<file path="src/include/lbcp_pkg.sv">
// constants and types shared by the led brightness control path
// assumes a 100 MHz core clock and register access over a two-wire slave
package lbcp_pkg;
   // register offsets
   localparam logic [7:0] LBCP_CFG_ADDR  = 8'h11;
   localparam logic [7:0] LBCP_PWM_ADDR  = 8'h12;
   localparam logic [7:0] LBCP_BST_ADDR  = 8'h13;
   localparam logic [7:0] LBCP_LO_ADDR   = 8'h18;
   localparam logic [7:0] LBCP_HI_ADDR   = 8'h19;
   localparam logic [7:0] LBCP_STAT_ADDR = 8'h1a;
   localparam logic [7:0] LBCP_CODE_ADDR = 8'h1b;
   // field positions
   localparam int LBCP_MODE_LSB  = 5;
   localparam int LBCP_RAMP_LSB  = 2;
   localparam int LBCP_RATE_LSB  = 6;
   localparam int LBCP_HYST_LSB  = 2;
   localparam int LBCP_MIND_BIT  = 4;
   localparam int LBCP_FSEL_BIT  = 5;
   localparam int LBCP_SHIFT_BIT = 6;
   // reset values
   localparam logic [7:0] LBCP_CFG_RST = 8'h00;
   localparam logic [7:0] LBCP_PWM_RST = 8'h00;
   localparam logic [7:0] LBCP_BST_RST = 8'h00;
   localparam logic [7:0] LBCP_BRT_RST = 8'h00;
   // timing: one microsecond tick and the three pwm sample rates
   localparam int LBCP_CLK_NS    = 10;
   localparam int LBCP_TICK_NS   = 1000;
   localparam int LBCP_TICK_CYC  = LBCP_TICK_NS / LBCP_CLK_NS;
   localparam int LBCP_CLK_KHZ   = 1000000 / LBCP_CLK_NS;
   localparam int LBCP_SMP0_KHZ  = 800;
   localparam int LBCP_SMP1_KHZ  = 4000;
   localparam int LBCP_SMP2_KHZ  = 24000;
   localparam int LBCP_SMP0_CYC  = LBCP_CLK_KHZ / LBCP_SMP0_KHZ;
   localparam int LBCP_SMP1_CYC  = LBCP_CLK_KHZ / LBCP_SMP1_KHZ;
   localparam int LBCP_SMP2_CYC  = LBCP_CLK_KHZ / LBCP_SMP2_KHZ;
   // pwm absence timeouts in microsecond ticks
   localparam int LBCP_TMO0_US   = 25000;
   localparam int LBCP_TMO1_US   = 3000;
   localparam int LBCP_TMO2_US   = 600;
   // two-wire slave address
   localparam logic [6:0] LBCP_DEV_ADDR = 7'h36;
   // brightness modes
   typedef enum logic [1:0] {
      LBCP_BUS_ONLY = 2'b00,
      LBCP_PWM_ONLY = 2'b01,
      LBCP_MUL_RAMP = 2'b10,
      LBCP_RAMP_MUL = 2'b11
   } lbcp_mode_t;
endpackage

</file>
<file path="src/hw/lbcp_top.sv">
// brightness path: registers, pwm sampler, mode mixer, ramper, timeout
// assumes sink voltages come from logic on core_clk; pwm_in is a pin
`timescale 1ns/100ps
module lbcp_top #(
   parameter int TMO0_US = lbcp_pkg::LBCP_TMO0_US,
   parameter int TMO1_US = lbcp_pkg::LBCP_TMO1_US,
   parameter int TMO2_US = lbcp_pkg::LBCP_TMO2_US
) (
   // clock and reset
   input  wire logic        core_clk,
   input  wire logic        rst_b,
   // two-wire bus pins
   input  wire logic        scl_in,
   input  wire logic        sda_in,
   output logic             sda_out,
   output logic             sda_oe,
   // pwm input pin
   input  wire logic        pwm_in,
   // digitised sink headroom voltages
   input  wire logic [7:0]  sink_one_voltage,
   input  wire logic [7:0]  sink_two_voltage,
   input  wire logic [7:0]  sink_three_voltage,
   // boost and current outputs
   output logic [10:0]      led_current_code,
   output logic             boost_en,
   output logic             boost_freq_sel,
   output logic             boost_freq_shift,
   output logic             min_inductor_sel,
   output logic [7:0]       sink_headroom_voltage
);
   import lbcp_pkg::*;

   logic        wr_stb;
   logic [7:0]  reg_addr, wr_data, rd_data_q;
   logic [7:0]  cfg_q, pwm_cfg_q, bst_q, lo_q, hi_q;
   logic [10:0] brightness_code_q;
   lbcp_mode_t  mode;
   logic [2:0]  ramp_sel, hyst_sel;
   logic [1:0]  rate_sel;

   lbcp_twi_slave u_twi (
      .core_clk (core_clk),
      .rst_b    (rst_b),
      .scl_in   (scl_in),
      .sda_in   (sda_in),
      .sda_out  (sda_out),
      .sda_oe   (sda_oe),
      .wr_stb   (wr_stb),
      .reg_addr (reg_addr),
      .wr_data  (wr_data),
      .rd_data  (rd_data_q)
   );

   assign mode     = lbcp_mode_t'(cfg_q[LBCP_MODE_LSB +: 2]);
   assign ramp_sel = cfg_q[LBCP_RAMP_LSB +: 3];
   assign rate_sel = pwm_cfg_q[LBCP_RATE_LSB +: 2];
   assign hyst_sel = pwm_cfg_q[LBCP_HYST_LSB +: 3];

   // register writes; brightness code applies on the high byte only
   always_ff @(posedge core_clk) begin
      if (!rst_b) begin
         cfg_q <= LBCP_CFG_RST; pwm_cfg_q <= LBCP_PWM_RST; bst_q <= LBCP_BST_RST;
         lo_q <= LBCP_BRT_RST; hi_q <= LBCP_BRT_RST; brightness_code_q <= 11'h000;
      end else if (wr_stb) begin
         if (reg_addr == LBCP_CFG_ADDR) cfg_q <= wr_data;
         if (reg_addr == LBCP_PWM_ADDR) pwm_cfg_q <= wr_data;
         if (reg_addr == LBCP_BST_ADDR) bst_q <= wr_data;
         if (reg_addr == LBCP_LO_ADDR) lo_q <= wr_data;
         if (reg_addr == LBCP_HI_ADDR) begin
            hi_q <= wr_data;
            brightness_code_q <= {wr_data, lo_q[2:0]};
         end
      end
   end

   // boost control bits drive the converter directly
   always_ff @(posedge core_clk) begin
      if (!rst_b) begin
         boost_freq_sel   <= 1'b0;
         boost_freq_shift <= 1'b0;
         min_inductor_sel <= 1'b0;
      end else begin
         boost_freq_sel   <= bst_q[LBCP_FSEL_BIT];
         boost_freq_shift <= bst_q[LBCP_SHIFT_BIT];
         min_inductor_sel <= bst_q[LBCP_MIND_BIT];
      end
   end

   // microsecond tick and pwm sample enable dividers
   logic [6:0] tick_cnt_q, smp_cnt_q, smp_div;
   logic       tick_q, smp_q;
   always_comb begin
      unique case (rate_sel)
         2'b00:   smp_div = 7'(LBCP_SMP0_CYC - 1);
         2'b01:   smp_div = 7'(LBCP_SMP1_CYC - 1);
         default: smp_div = 7'(LBCP_SMP2_CYC - 1);
      endcase
   end
   always_ff @(posedge core_clk) begin
      if (!rst_b) begin
         tick_cnt_q <= 7'h00; smp_cnt_q <= 7'h00; tick_q <= 1'b0; smp_q <= 1'b0;
      end else begin
         tick_q     <= (tick_cnt_q == 7'(LBCP_TICK_CYC - 1));
         tick_cnt_q <= (tick_cnt_q == 7'(LBCP_TICK_CYC - 1)) ? 7'h00 : tick_cnt_q + 7'h01;
         smp_q      <= (smp_cnt_q >= smp_div);
         smp_cnt_q  <= (smp_cnt_q >= smp_div) ? 7'h00 : smp_cnt_q + 7'h01;
      end
   end

   // pwm pin synchroniser and sampling at the selected rate
   logic pwm_s1_q, pwm_s2_q, pwm_smp_q, pwm_rise;
   always_ff @(posedge core_clk) begin
      if (!rst_b) begin
         pwm_s1_q <= 1'b0; pwm_s2_q <= 1'b0; pwm_smp_q <= 1'b0;
      end else begin
         pwm_s1_q <= pwm_in;
         pwm_s2_q <= pwm_s1_q;
         if (smp_q) pwm_smp_q <= pwm_s2_q;
      end
   end
   assign pwm_rise = smp_q & pwm_s2_q & ~pwm_smp_q;

   // period and high-time counts between rising edges
   logic [14:0] per_cnt_q, hi_cnt_q, per_lat_q;
   logic [15:0] rem_q;
   logic [10:0] quo_q;
   logic [3:0]  div_cnt_q;
   logic        seen_q, div_busy_q, div_done_q;
   logic [15:0] rem_sh;
   assign rem_sh = {rem_q[14:0], 1'b0};
   always_ff @(posedge core_clk) begin
      if (!rst_b) begin
         per_cnt_q <= 15'h0000; hi_cnt_q <= 15'h0000; seen_q <= 1'b0;
      end else if (pwm_rise) begin
         per_cnt_q <= 15'h0001; hi_cnt_q <= 15'h0001; seen_q <= 1'b1;
      end else if (smp_q && per_cnt_q != 15'h7fff) begin
         per_cnt_q <= per_cnt_q + 15'h0001;
         if (pwm_s2_q) hi_cnt_q <= hi_cnt_q + 15'h0001;
      end
   end

   // serial divider: duty code = high * 2048 / period, eleven steps
   always_ff @(posedge core_clk) begin
      if (!rst_b) begin
         rem_q <= 16'h0000; quo_q <= 11'h000; per_lat_q <= 15'h0001;
         div_cnt_q <= 4'h0; div_busy_q <= 1'b0; div_done_q <= 1'b0;
      end else begin
         div_done_q <= 1'b0;
         if (pwm_rise && seen_q && !div_busy_q) begin
            rem_q <= {1'b0, hi_cnt_q}; per_lat_q <= per_cnt_q;
            div_cnt_q <= 4'h0; div_busy_q <= 1'b1;
         end else if (div_busy_q) begin
            if (rem_sh >= {1'b0, per_lat_q}) begin
               rem_q <= rem_sh - {1'b0, per_lat_q};
               quo_q <= {quo_q[9:0], 1'b1};
            end else begin
               rem_q <= rem_sh;
               quo_q <= {quo_q[9:0], 1'b0};
            end
            div_cnt_q <= div_cnt_q + 4'h1;
            if (div_cnt_q == 4'ha) begin
               div_busy_q <= 1'b0;
               div_done_q <= 1'b1;
            end
         end
      end
   end

   // direction hysteresis on the measured duty code
   logic [10:0] pwm_code_q, hyst_thr;
   logic        dir_up_q;
   assign hyst_thr = 11'h001 << hyst_sel;
   always_ff @(posedge core_clk) begin
      if (!rst_b) begin
         pwm_code_q <= 11'h000; dir_up_q <= 1'b1;
      end else if (div_done_q) begin
         if (quo_q > pwm_code_q && (dir_up_q || quo_q - pwm_code_q >= hyst_thr)) begin
            pwm_code_q <= quo_q;
            dir_up_q   <= 1'b1;
         end else if (quo_q < pwm_code_q
                      && (!dir_up_q || pwm_code_q - quo_q >= hyst_thr)) begin
            pwm_code_q <= quo_q;
            dir_up_q   <= 1'b0;
         end
      end
   end

   // pwm absence timeout in microsecond ticks
   logic [14:0] tmo_cnt_q, tmo_lim;
   logic        tmo_q, pwm_path_en;
   assign pwm_path_en = (mode != LBCP_BUS_ONLY);
   always_comb begin
      unique case (rate_sel)
         2'b00:   tmo_lim = 15'(TMO0_US);
         2'b01:   tmo_lim = 15'(TMO1_US);
         default: tmo_lim = 15'(TMO2_US);
      endcase
   end
   always_ff @(posedge core_clk) begin
      if (!rst_b) begin
         tmo_cnt_q <= 15'h0000; tmo_q <= 1'b0;
      end else if (!pwm_path_en || pwm_rise) begin
         tmo_cnt_q <= 15'h0000;
         tmo_q     <= 1'b0;
      end else if (tick_q && !tmo_q) begin
         // flag rises on the tick that brings the count to the limit
         tmo_cnt_q <= tmo_cnt_q + 15'h0001;
         if (tmo_cnt_q + 15'h0001 >= tmo_lim) tmo_q <= 1'b1;
      end
   end

   // boost runs unless the pwm path has timed out
   always_ff @(posedge core_clk) begin
      if (!rst_b) boost_en <= 1'b0;
      else boost_en <= ~tmo_q;
   end

   // mode mixer selects the ramp target
   logic [21:0] mul_tgt, mul_out;
   logic [10:0] target, ramp_q;
   assign mul_tgt = brightness_code_q * pwm_code_q;
   assign mul_out = ramp_q * pwm_code_q;
   always_comb begin
      unique case (mode)
         LBCP_BUS_ONLY: target = brightness_code_q;
         LBCP_PWM_ONLY: target = pwm_code_q;
         LBCP_MUL_RAMP: target = mul_tgt[21:11];
         LBCP_RAMP_MUL: target = brightness_code_q;
      endcase
   end

   // ramper: one code step per programmed number of microseconds
   logic [7:0] step_tmr_q;
   always_ff @(posedge core_clk) begin
      if (!rst_b) begin
         ramp_q <= 11'h000; step_tmr_q <= 8'h00;
      end else if (tick_q) begin
         if (step_tmr_q != 8'h00) step_tmr_q <= step_tmr_q - 8'h01;
         else if (ramp_q != target) begin
            ramp_q     <= (ramp_q < target) ? ramp_q + 11'h001 : ramp_q - 11'h001;
            step_tmr_q <= (8'h01 << ramp_sel) - 8'h01;
         end
      end
   end

   // led current code; mode 11 scales the ramper output without ramping
   always_ff @(posedge core_clk) begin
      if (!rst_b) led_current_code <= 11'h000;
      else if (mode == LBCP_RAMP_MUL) led_current_code <= mul_out[21:11];
      else led_current_code <= ramp_q;
   end

   // boost regulates on the lowest sink headroom
   always_ff @(posedge core_clk) begin
      if (!rst_b) sink_headroom_voltage <= 8'h00;
      else if (sink_one_voltage <= sink_two_voltage && sink_one_voltage <= sink_three_voltage)
         sink_headroom_voltage <= sink_one_voltage;
      else if (sink_two_voltage <= sink_three_voltage)
         sink_headroom_voltage <= sink_two_voltage;
      else sink_headroom_voltage <= sink_three_voltage;
   end

   // read data: stored bytes plus live path state
   always_ff @(posedge core_clk) begin
      if (!rst_b) rd_data_q <= 8'h00;
      else begin
         unique case (reg_addr)
            LBCP_CFG_ADDR:  rd_data_q <= cfg_q;
            LBCP_PWM_ADDR:  rd_data_q <= pwm_cfg_q;
            LBCP_BST_ADDR:  rd_data_q <= bst_q;
            LBCP_LO_ADDR:   rd_data_q <= lo_q;
            LBCP_HI_ADDR:   rd_data_q <= hi_q;
            LBCP_STAT_ADDR: rd_data_q <= {5'h00, dir_up_q, boost_en, tmo_q};
            LBCP_CODE_ADDR: rd_data_q <= led_current_code[10:3];
            default:        rd_data_q <= 8'h00;
         endcase
      end
   end
endmodule

</file>
<file path="src/hw/lbcp_twi_slave.sv">
// two-wire register slave: byte pointer, burst write and burst read
// assumes scl and sda arrive asynchronously; sda is open drain
`timescale 1ns/100ps
module lbcp_twi_slave (
   // clock and reset
   input  wire logic       core_clk,
   input  wire logic       rst_b,
   // bus pins
   input  wire logic       scl_in,
   input  wire logic       sda_in,
   output logic            sda_out,
   output logic            sda_oe,
   // register side
   output logic            wr_stb,
   output logic [7:0]      reg_addr,
   output logic [7:0]      wr_data,
   input  wire logic [7:0] rd_data
);
   import lbcp_pkg::*;

   typedef enum logic [3:0] {
      LBCP_IDLE = 4'b0000, LBCP_ADDR = 4'b0001, LBCP_AACK = 4'b0011,
      LBCP_REG  = 4'b0010, LBCP_RACK = 4'b0110, LBCP_WDAT = 4'b0111,
      LBCP_WACK = 4'b0101, LBCP_RDAT = 4'b0100, LBCP_DACK = 4'b1100
   } lbcp_twi_t;

   lbcp_twi_t   st_q;
   logic [2:0]  scl_q, sda_q;
   logic [7:0]  sh_q;
   logic [3:0]  cnt_q;
   logic        rw_q, nack_q, start_w, stop_w, rise_w, fall_w;

   // two-flop synchronisers plus one history stage for edges
   always_ff @(posedge core_clk) begin
      if (!rst_b) begin
         scl_q <= 3'h7;
         sda_q <= 3'h7;
      end else begin
         scl_q <= {scl_q[1:0], scl_in};
         sda_q <= {sda_q[1:0], sda_in};
      end
   end

   assign start_w = scl_q[1] & scl_q[2] & sda_q[2] & ~sda_q[1];
   assign stop_w  = scl_q[1] & scl_q[2] & ~sda_q[2] & sda_q[1];
   assign rise_w  = scl_q[1] & ~scl_q[2];
   assign fall_w  = ~scl_q[1] & scl_q[2];

   // protocol sequencer
   always_ff @(posedge core_clk) begin
      if (!rst_b) begin
         st_q <= LBCP_IDLE; sh_q <= 8'h00; cnt_q <= 4'h0;
         rw_q <= 1'b0; nack_q <= 1'b0; sda_oe <= 1'b0; sda_out <= 1'b0;
         wr_stb <= 1'b0; reg_addr <= 8'h00; wr_data <= 8'h00;
      end else begin
         wr_stb <= 1'b0;
         if (stop_w) begin
            st_q   <= LBCP_IDLE;
            sda_oe <= 1'b0;
         end else if (start_w) begin
            st_q   <= LBCP_ADDR;
            cnt_q  <= 4'h0;
            sda_oe <= 1'b0;
         end else if (rise_w) begin
            if (st_q == LBCP_ADDR || st_q == LBCP_REG || st_q == LBCP_WDAT) begin
               sh_q  <= {sh_q[6:0], sda_q[1]};
               cnt_q <= cnt_q + 4'h1;
            end
            if (st_q == LBCP_DACK) nack_q <= sda_q[1];
         end else if (fall_w) begin
            unique case (st_q)
               LBCP_IDLE: ;
               LBCP_ADDR: if (cnt_q == 4'h8) begin
                  if (sh_q[7:1] == LBCP_DEV_ADDR) begin
                     st_q <= LBCP_AACK; sda_oe <= 1'b1; rw_q <= sh_q[0];
                  end else st_q <= LBCP_IDLE;
               end
               LBCP_AACK: begin
                  cnt_q <= 4'h1;
                  if (rw_q) begin
                     st_q <= LBCP_RDAT; sh_q <= rd_data; sda_oe <= ~rd_data[7];
                  end else begin
                     st_q <= LBCP_REG; cnt_q <= 4'h0; sda_oe <= 1'b0;
                  end
               end
               LBCP_REG: if (cnt_q == 4'h8) begin
                  reg_addr <= sh_q; st_q <= LBCP_RACK; sda_oe <= 1'b1;
               end
               LBCP_RACK, LBCP_WACK: begin
                  if (st_q == LBCP_WACK) reg_addr <= reg_addr + 8'h01;
                  st_q <= LBCP_WDAT; cnt_q <= 4'h0; sda_oe <= 1'b0;
               end
               LBCP_WDAT: if (cnt_q == 4'h8) begin
                  wr_stb <= 1'b1; wr_data <= sh_q; st_q <= LBCP_WACK; sda_oe <= 1'b1;
               end
               LBCP_RDAT: if (cnt_q == 4'h8) begin
                  st_q <= LBCP_DACK; sda_oe <= 1'b0; reg_addr <= reg_addr + 8'h01;
               end else begin
                  sda_oe <= ~sh_q[6]; sh_q <= {sh_q[6:0], 1'b0}; cnt_q <= cnt_q + 4'h1;
               end
               LBCP_DACK: if (nack_q) st_q <= LBCP_IDLE;
               else begin
                  st_q <= LBCP_RDAT; sh_q <= rd_data; sda_oe <= ~rd_data[7]; cnt_q <= 4'h1;
               end
               default: st_q <= LBCP_IDLE;
            endcase
         end
      end
   end
endmodule

</file>
<file path="config.mk">
export PLATFORM = sky130hd
export DESIGN_NAME = lbcp_top
export DESIGN_NICKNAME = d
export VERILOG_FILES = /design/src/include/lbcp_pkg.sv /design/src/hw/lbcp_top.sv /design/src/hw/lbcp_twi_slave.sv
export SDC_FILE = /design/constraint.sdc
export NUM_CORES = 1
export LEC_CHECK = 0
export BUFFER_PORTS_ARGS = -buffer_cell sky130_fd_sc_hd__buf_2
export CAP_MARGIN = 25
export CORE_UTILIZATION = 45
export DETAILED_ROUTE_END_ITERATION = 6
export HOLD_SLACK_MARGIN = 0.12
export PLACE_DENSITY = 0.59
export RECOVER_POWER = 50
export SETUP_SLACK_MARGIN = 0.02
export SLEW_MARGIN = 10
export SYNTH_ARGS = -nofsm -noshare
export SYNTH_HDL_FRONTEND = slang
export SYNTH_HIERARCHICAL = 1
export SYNTH_SLANG_ARGS = --single-unit
</file>
<file path="constraint.sdc">
create_clock -name core_clk -period 9.5 [get_ports core_clk]
set_input_delay 0.475 -clock core_clk [delete_from_list [all_inputs] [get_ports core_clk]]
set_output_delay 0.475 -clock core_clk [all_outputs]
set_load 0.1 [all_outputs]
</file>
Word-level counts from Yosys, hierarchy flattened --
Index checks and enable logic that the tools add are counted.
Operators by class: equality and inequality tests 46, multiply operators 2, shift operators 2, add/subtract/negate cells 15, divide/modulo/power cells 0, reductions and logical operators 66, magnitude comparators 11, bitwise logic cells 27, multiplexer cells 65
Operators by type and width (count):
- $mux 8 | 13
- $eq 8x5->1 const B | 7
- $pmux 8 s7 | 1
- $pmux 8 s3 | 2
- $add 15x1->15 const B | 3
- $mux 15 | 3
- $mul 11x11->22 | 2
- $mux 11 | 4
- $mux 4 | 10
- $pmux 11 s3 | 1
- $pmux 4 s8 | 1
- $pmux 15 s2 | 1
- $reduce_and 7->1 | 4
- $le 8x8->1 | 3
- $mux 1 | 23
- $ge 11x11->1 | 2
- $lt 11x11->1 | 2
- $reduce_and 2->1 | 11
- $sub 11x11->11 | 2
- $not 1->1 | 18
- $reduce_or 2->1 | 9
- $eq 4x3->1 const B | 4
- $ge 16x15->1 | 1
- $pmux 4 s4 | 1
- other kinds (49) | 106
Storage, ports and cells: latch bits 0, memory bits (read-only) 0, bits in registers 268, memory bits (writable) 0, input port bits 29, memories kept 0

Longest topological paths before layout --
Gate-level depths: netlist of run 1.
word-level depth 7, gate-level depth with buffers 35, mapped depth without buffers 34

Modules after synthesis --
Netlist of run 1, hierarchy kept.
By module, submodules not included:
- lbcp_top | instances 1, sequential area each 4364.2 um2, area each 20295.7 um2, cells an instance 2429
- lbcp_twi_slave | instances 1, sequential area each 840.8 um2, area each 2502.4 um2, cells an instance 293

Worst setup path before layout of run 1 --
No wires, ideal clock.
kind flip-flop to flip-flop, start point register pwm_code_q[9], end point register ramp_q[9], cell stages (with the launch flop) 33, path slack 1.392 ns, buffers on the path 1, arrival time 7.980 ns, required time 9.372 ns, cells stage by stage dfxtp_1 clkbuf_1 nand2_1 fa_1 fa_1 inv_1 fa_1 fa_1 inv_1 fa_1 inv_1 ha_1 a21oi_1 o21a_1 o211ai_1 a311oi_2 nor2_1 a2111oi_0 nor2_1 a21oi_1 ha_1 o21a_1 o211ai_1 o21ai_0 ha_1 a21o_1 a21oi_1 o21bai_1 a2111o_1 a311oi_1 xnor2_1 mux2i_1 nor2_1
Between the ends: cells in the longest elaborated chain, start to end 4, elaborated cells between the ends (all ways) 6
Ends and longest elaborated chain:
- start: declaration | RTL line lbcp_top.sv:170 | logic [10:0] pwm_code_q, hyst_thr;
- start signal: assignment | RTL line lbcp_top.sv:178 | pwm_code_q <= quo_q;
- start signal: assignment | RTL line lbcp_top.sv:182 | pwm_code_q <= quo_q;
- $mul 11x11->22 | RTL line lbcp_top.sv:221 | assign mul_tgt = brightness_code_q * pwm_code_q;
- $pmux 11 s3 * | RTL line lbcp_top.sv:224 | unique case (mode)
- $lt 11x11->1 or $ne 11x11->1 (tied branches) | RTL line lbcp_top.sv:240, lbcp_top.sv:239
- $mux 11 or $reduce_and 3->1 (tied branches)
- end signal: assignment | RTL line lbcp_top.sv:240 | ramp_q <= (ramp_q < target) ? ramp_q + 11'h001 : ramp_q - 11'h001;
- end: declaration | RTL line lbcp_top.sv:220 | logic [10:0] target, ramp_q;
Every way passes the cells marked *; elsewhere a longest branch is shown, timed or not. A chain may end at the register's enable or synchronous reset.

Final worst setup path of run 1 --
start point register pwm_code_q[5], end point register ramp_q[9]
The elaborated chain is that of the path after synthesis.

==> impl_metrics.toml, run 1 <==
[finish]
most-common-layout-cells = "328 x nand2_1, 278 x inv_1, 259 x dfxtp_1"
layout.cells.non_filler = 3401
area_growth_pct = 7.73
layout_commonest_cell = "nand2_1"
diodes = 0
fin_nets = 3141
layout-drive-gt1-share = 0.0542

[floorplan]
die_y_um = 227
die_area_um2 = 51600
start_util = 0.455
die_x_um = 227
rows = 82
coreArea_um2 = 50100
ios = 54

[clock_tree]
numCtsBuffers = 34
htree_levels = 2
cts.sinks = 260
cts_max_path_buffers = 3
clk_latency_ns = 0.55
cts_resized = 0
cts_root_buffer = "clkbuf_16"
cts_tree = "built"
path_clk_slew_ns = 0.06

[routing]
dr_total_vias = 18829
via_per_inst = 5.54
first_pass_iters = 7
drt-initial-drc-count = 1184
routed_wl_mm = 58.8
wl_per_cell_um = 17.3
drcViolationCount = 0
detail-route-antenna-nets = 0

[grt]
grt_overflow = 0
track_usage = 0.233
antenna_found_initial = 4
grt_max_degree = 56
grt_pass1_wl_mm = 96.2
grt_pass1_vias = 18641

[sta]
setup_violations = 0
setup_tns_ns = 0
final_hold_viol_count = 0
period_share = 0.912
worstMarginPinSlew_ns = 2.66
timing.fmax_ghz = 0.115
skew_ns = 0.0183
finalMaxSlewViolations = 189
min_period_ns = 8.67
slew_headroom = -0.776
grt_setup_unrepaired = "no"

[critical_path]
crit_path_end_kind = "register"
cp_max_fo = 24
critPathRequiredTime_ns = 9.82
slowest_delay_ns = 0.95
start_kind = "register"
arrival_ns = 8.98
critPathMostFrequentCell = "fa_1"
crit_path_top_delay_cell = "dfxtp_1"
critPathKind = "reg2reg"

[yosys]
synth.distinct_cells = 103
synth_cells = 2722
synth-edff-count = 0
ys_async_sr_fraction = 0
syn_area_um2 = 22800
avgSynthCellArea_um2 = 8.38
yosysWarnings = 6
yosysSeqAreaShare = 0.228
synth.net_count = 3157
ys_ff_latch = 260
synth_ff_type = "dfxtp_1"

[placed_design]
placed_cells = 3334
port_buffers = 52
place.gp.congestion = 0.887
place_hpwl_mm = 43.6

[power]
cellLeakagePower_nw = 10.8
irDropWorstVdd_mv = 0.103
p_per_area_nw_per_um2 = 102

[outcome]
outcome = "finished with violations"
failed_checks = "capacitance limit, slew limit"

[min_path]
hold_class = "in2reg"

[flow_run]
max_cap_viol_count = 4
## state kept, by name (all words and copies together) (netlist names), 11 cells and up
| signal | cells |
|---|---|
| ramp_q | 11 |
| quo_q | 11 |
| hi_cnt_q | 15 |
| per_lat_q | 15 |
| pwm_code_q | 11 |
| led_current_code | 11 |
| rem_q | 15 |
| per_cnt_q | 15 |
| tmo_cnt_q | 15 |
## layer usage
| layer | vias to the layer above | track usage | wire length (um) |
|---|---|---|---|
| li1 | 9160 | - | - |
| met1 | 9154 | 0.309 | 27100 |
| met2 | 428 | 0.395 | 27700 |
| met3 | 83 | 0.0320 | 2680 |
| met4 | 4 | 0.0628 | 1290 |
| met5 | - | 0 | 27 |
## logic make-up (layout without fill, tap and decap cells)
group,count (synthesis),in the layout,share of synthesized area
compound gates,498,498,0.145
xor+xnor,113,113,0.0434
fa+ha+maj,408,408,0.277
buf+inv,419,426,0.0743
flops,260,260,0.228
mux,71,71,0.0315
other cells,1,1,0.000164
simple gates,952,952,0.201
## metrics by stage
step           hold slack [ns]  cell area, um^2  utilization  total power, mW  setup WS [ns]
2_1_floorplan            0.386            22800            -             1.23           1.39
3_3_place_gp             0.401            23500        0.469             1.26           1.16
3_5_place_dp             0.396            23500        0.469             1.27           1.00
4_1_cts                  0.175            24600        0.491             2.53          0.973
5_1_grt                  0.211            24600        0.491             2.59          0.191
6_report                 0.217            24600        0.491             2.49          0.833
## critical path, delay by kind of cell, from the launching register on
kind                       cells  cell delay, ns
xor gates and xnor gates       1            0.10
adders and majority gates      8            3.40
DFF                            1            0.95
AOI/OAI and AO/OA             14            3.09
buffers and inverters          4            0.34
and+or+nand+nor                4            0.39
muxes                          1            0.13
## timing repair
item	in CTS	in global routing
hold buffers	3	0
hold endpoints to repair	3	0
setup buffers	0	0
## power by group
| group | switching [mW] | total [mW] | internal, mW |
|---|---|---|---|
| logic | 0.103 | 0.138 | 0.0347 |
| registers | 0.00585 | 1.11 | 1.10 |
| clock network | 0.511 | 1.25 | 0.740 |
## area by class of cell
cell class                      instances  area (um^2)
Clock buffer                           49          968
Fill cell                            4839        25500
Sequential cell                       260         5210
Clock inverter                         10         98.8
Multi-Input combinational cell       2043        15900
Tap cell                              672          841
Timing Repair Buffer                   86          487
Inverter                              281         1060
## cells in the mapped netlist (9+ instances only)
library cell	n	area, um^2
nand2_1	328	1230
inv_1	279	1050
dfxtp_1	260	5200
ha_1	244	3050
nor2_1	205	769
a21oi_1	182	911
fa_1	162	3240
and2_1	110	688
clkbuf_1	109	409
nand3_1	91	455
o21ai_0	84	420
mux2i_1	65	651
xnor2_1	62	543
xor2_1	51	447
a21o_1	32	240
nand4_1	31	194
and3_1	30	188
nand2b_1	28	175
a211oi_1	26	195
nor3_1	26	130
a22oi_1	23	173
nor2b_1	23	144
a31oi_1	22	138
or3_1	22	138
nand3b_1	17	128
a311oi_1	16	140
o211ai_1	11	82.6
o21a_1	11	82.6
a221oi_1	9	78.8
buf_6	9	101
## path summary, 6_finish.rpt
path,start,to,slack (ns),cells after the start
max reg2reg,pwm_code_q[5]$_SDFFE_PN0P_,ramp_q[9]$_SDFFE_PN0P_,0.83,32
min reg2reg,u_twi/sda_q[0]$_SDFF_PN1_,u_twi/sda_q[1]$_SDFF_PN1_,0.41,1
min,sink_one_voltage[0],sink_headroom_voltage[0]$_SDFF_PN0_,0.22,2
max,pwm_code_q[5]$_SDFFE_PN0P_,ramp_q[9]$_SDFFE_PN0P_,0.83,32
Power figures use the tool's default switching activity.
==> run 2: changes to the inputs <==
Settings changed: CORE_UTILIZATION 45 to 50, PLACE_DENSITY 0.59 to unset, PLACE_DENSITY_LB_ADDON set to 0.08.
==> run 2 against run 1 <==
Against the previous run: the run still ends with capacitance limit, slew limit left; non-clock buffer count decreased by 1; count of clock-buffer cells in the layout decreased by 6; global-route usage increased by 2.3 points; total power decreased by 1.1%; first-iteration DRC count decreased by 6.7%; wire length decreased by 0.77%; critical endpoint unchanged; hold slack got worse by 0.040 ns; highest routed layer is now met4; final cell count decreased by 2.6%.
==> impl_metrics.toml, run 2 (synthesized netlist as in run 1, its figures left out) <==
[outcome]
outcome = "finished with violations"
failed_checks = "capacitance limit, slew limit"

[routing]
detail-route-antenna-nets = 0
dr_total_vias = 18707
drcViolationCount = 0
wl_per_cell_um = 17.6
via_per_inst = 5.64
drt-initial-drc-count = 1105
first_pass_iters = 5
routed_wl_mm = 58.3

[critical_path]
start_kind = "register"
cp_max_fo = 14
critPathKind = "reg2reg"
slowest_delay_ns = 0.72
crit_buf_inv = 4
critPathRequiredTime_ns = 9.90
critPathMostFrequentCell = "fa_1"
arrival_ns = 8.89
cp_top_family = "adder cells"
crit_path_top_delay_cell = "dfxtp_1"
crit_path_end_kind = "register"

[grt]
grt_pass1_wl_mm = 96.9
grt_max_degree = 48
met3_usage = 0.0272
antenna_found_initial = 0
track_usage = 0.256
grt_pass1_vias = 18721
grt_overflow = 0
grt.busiest_layer = "met2"
met1_usage = 0.348
grtUsageMet2 = 0.426

[sta]
final_hold_viol_count = 0
slew_headroom = -0.452
setup_tns_ns = 0
timing.fmax_ghz = 0.118
grt_setup_unrepaired = "no"
setup_violations = 0
worstMarginPinSlew_ns = 2.18
min_period_ns = 8.49
period_share = 0.893
finalMaxSlewViolations = 193
skew_ns = 0.0318

[finish]
nFillCells = 4185
area_growth_pct = 7.07
diodes = 0
fin_nets = 3136
most-common-layout-cells = "328 x nand2_1, 278 x inv_1, 259 x dfxtp_1"
layout_commonest_cell = "nand2_1"
layout-drive-gt1-share = 0.0529

[power]
p_per_area_nw_per_um2 = 101
cellLeakagePower_nw = 10.7
irDropWorstVdd_mv = 0.144
p_total_mw = 2.47

[min_path]
hold_class = "in2reg"

[placed_design]
place.gp.congestion = 0.889
place_hpwl_mm = 43.8
port_buffers = 52

[floorplan]
ios = 54
die_x_um = 216
start_util = 0.511
die_area_um2 = 46500
rows = 77
die_y_um = 216
coreArea_um2 = 44600

[clock_tree]
numCtsBuffers = 30
htree_levels = 1
cts_max_path_buffers = 3
cts_tree = "built"
path_clk_slew_ns = 0.06
cts.sinks = 260
cts_hold_buf = 3
cts_setup_buffers = 0
cts_root_buffer = "clkbuf_16"
cts_resized = 0
clk_latency_ns = 0.60

[flow_run]
max_cap_viol_count = 5
run 2: cell types whose count changed in the layout (fill, tap and decap cells not counted), moves of 2 or more:
cell | before | now
clkbuf_8 | 4 | 9
clkbuf_16 | 35 | 30
bufinv_16 | 1 | 3
and2_0 | 3 | 5
and2_1 | 107 | 105
clkinv_2 | 5 | 3
clkbuf_1 | 39 | 35
run 2: power breakdown:
| group | internal (mW) | switching, mW | total [mW] | leakage, nW |
|---|---|---|---|---|
| Clock | 0.732 | 0.492 | 1.22 | 0.513 |
| Combinational | 0.0343 | 0.103 | 0.137 | 8.12 |
| Sequential | 1.10 | 0.00567 | 1.11 | 2.10 |
run 2: final timing paths:
| path | from | endpoint | slack [ns] | cells past startpoint |
|---|---|---|---|---|
| max | hi_q[1]$_SDFFE_PN0P_ | ramp_q[9]$_SDFFE_PN0P_ | 1.01 | 32 |
| max reg2reg | hi_q[1]$_SDFFE_PN0P_ | ramp_q[9]$_SDFFE_PN0P_ | 1.01 | 32 |
| min reg2reg | u_twi/sda_q[0]$_SDFF_PN1_ | u_twi/sda_q[1]$_SDFF_PN1_ | 0.41 | 1 |
| min | sink_one_voltage[0] | sink_headroom_voltage[0]$_SDFF_PN0_ | 0.18 | 2 |
run 2: final cells by class:
type,instances,area [um^2],area share
Timing Repair Buffer,85,462,0.0189
Inverter,281,1060,0.0433
Sequential cell,260,5210,0.213
Tap cell,592,741,0.0303
Clock inverter,10,160,0.00656
Multi-Input combinational cell,2043,15900,0.651
Clock buffer,43,890,0.0364
run 2: metal layers:
layer,vias to the layer above,share of wire
li1,9131,-
met1,9081,0.47
met2,400,0.46
met3,95,0.045
met4,0,0.030
met5,-,0
run 2: metrics by stage:
step / setup slack, ns / utilization / instances / hold WS (ns) / instance area (um^2)
after floorplan: 1.39 / - / 2722 / 0.386 / 22800
after global placement: 1.31 / 0.524 / 3255 / 0.398 / 23400
after detailed placement: 1.17 / 0.524 / 3256 / 0.397 / 23400
after CTS: 1.11 / 0.548 / 3312 / 0.155 / 24500
after global routing: 0.508 / 0.547 / 3314 / 0.167 / 24400
final: 1.01 / 0.547 / 3314 / 0.176 / 24400
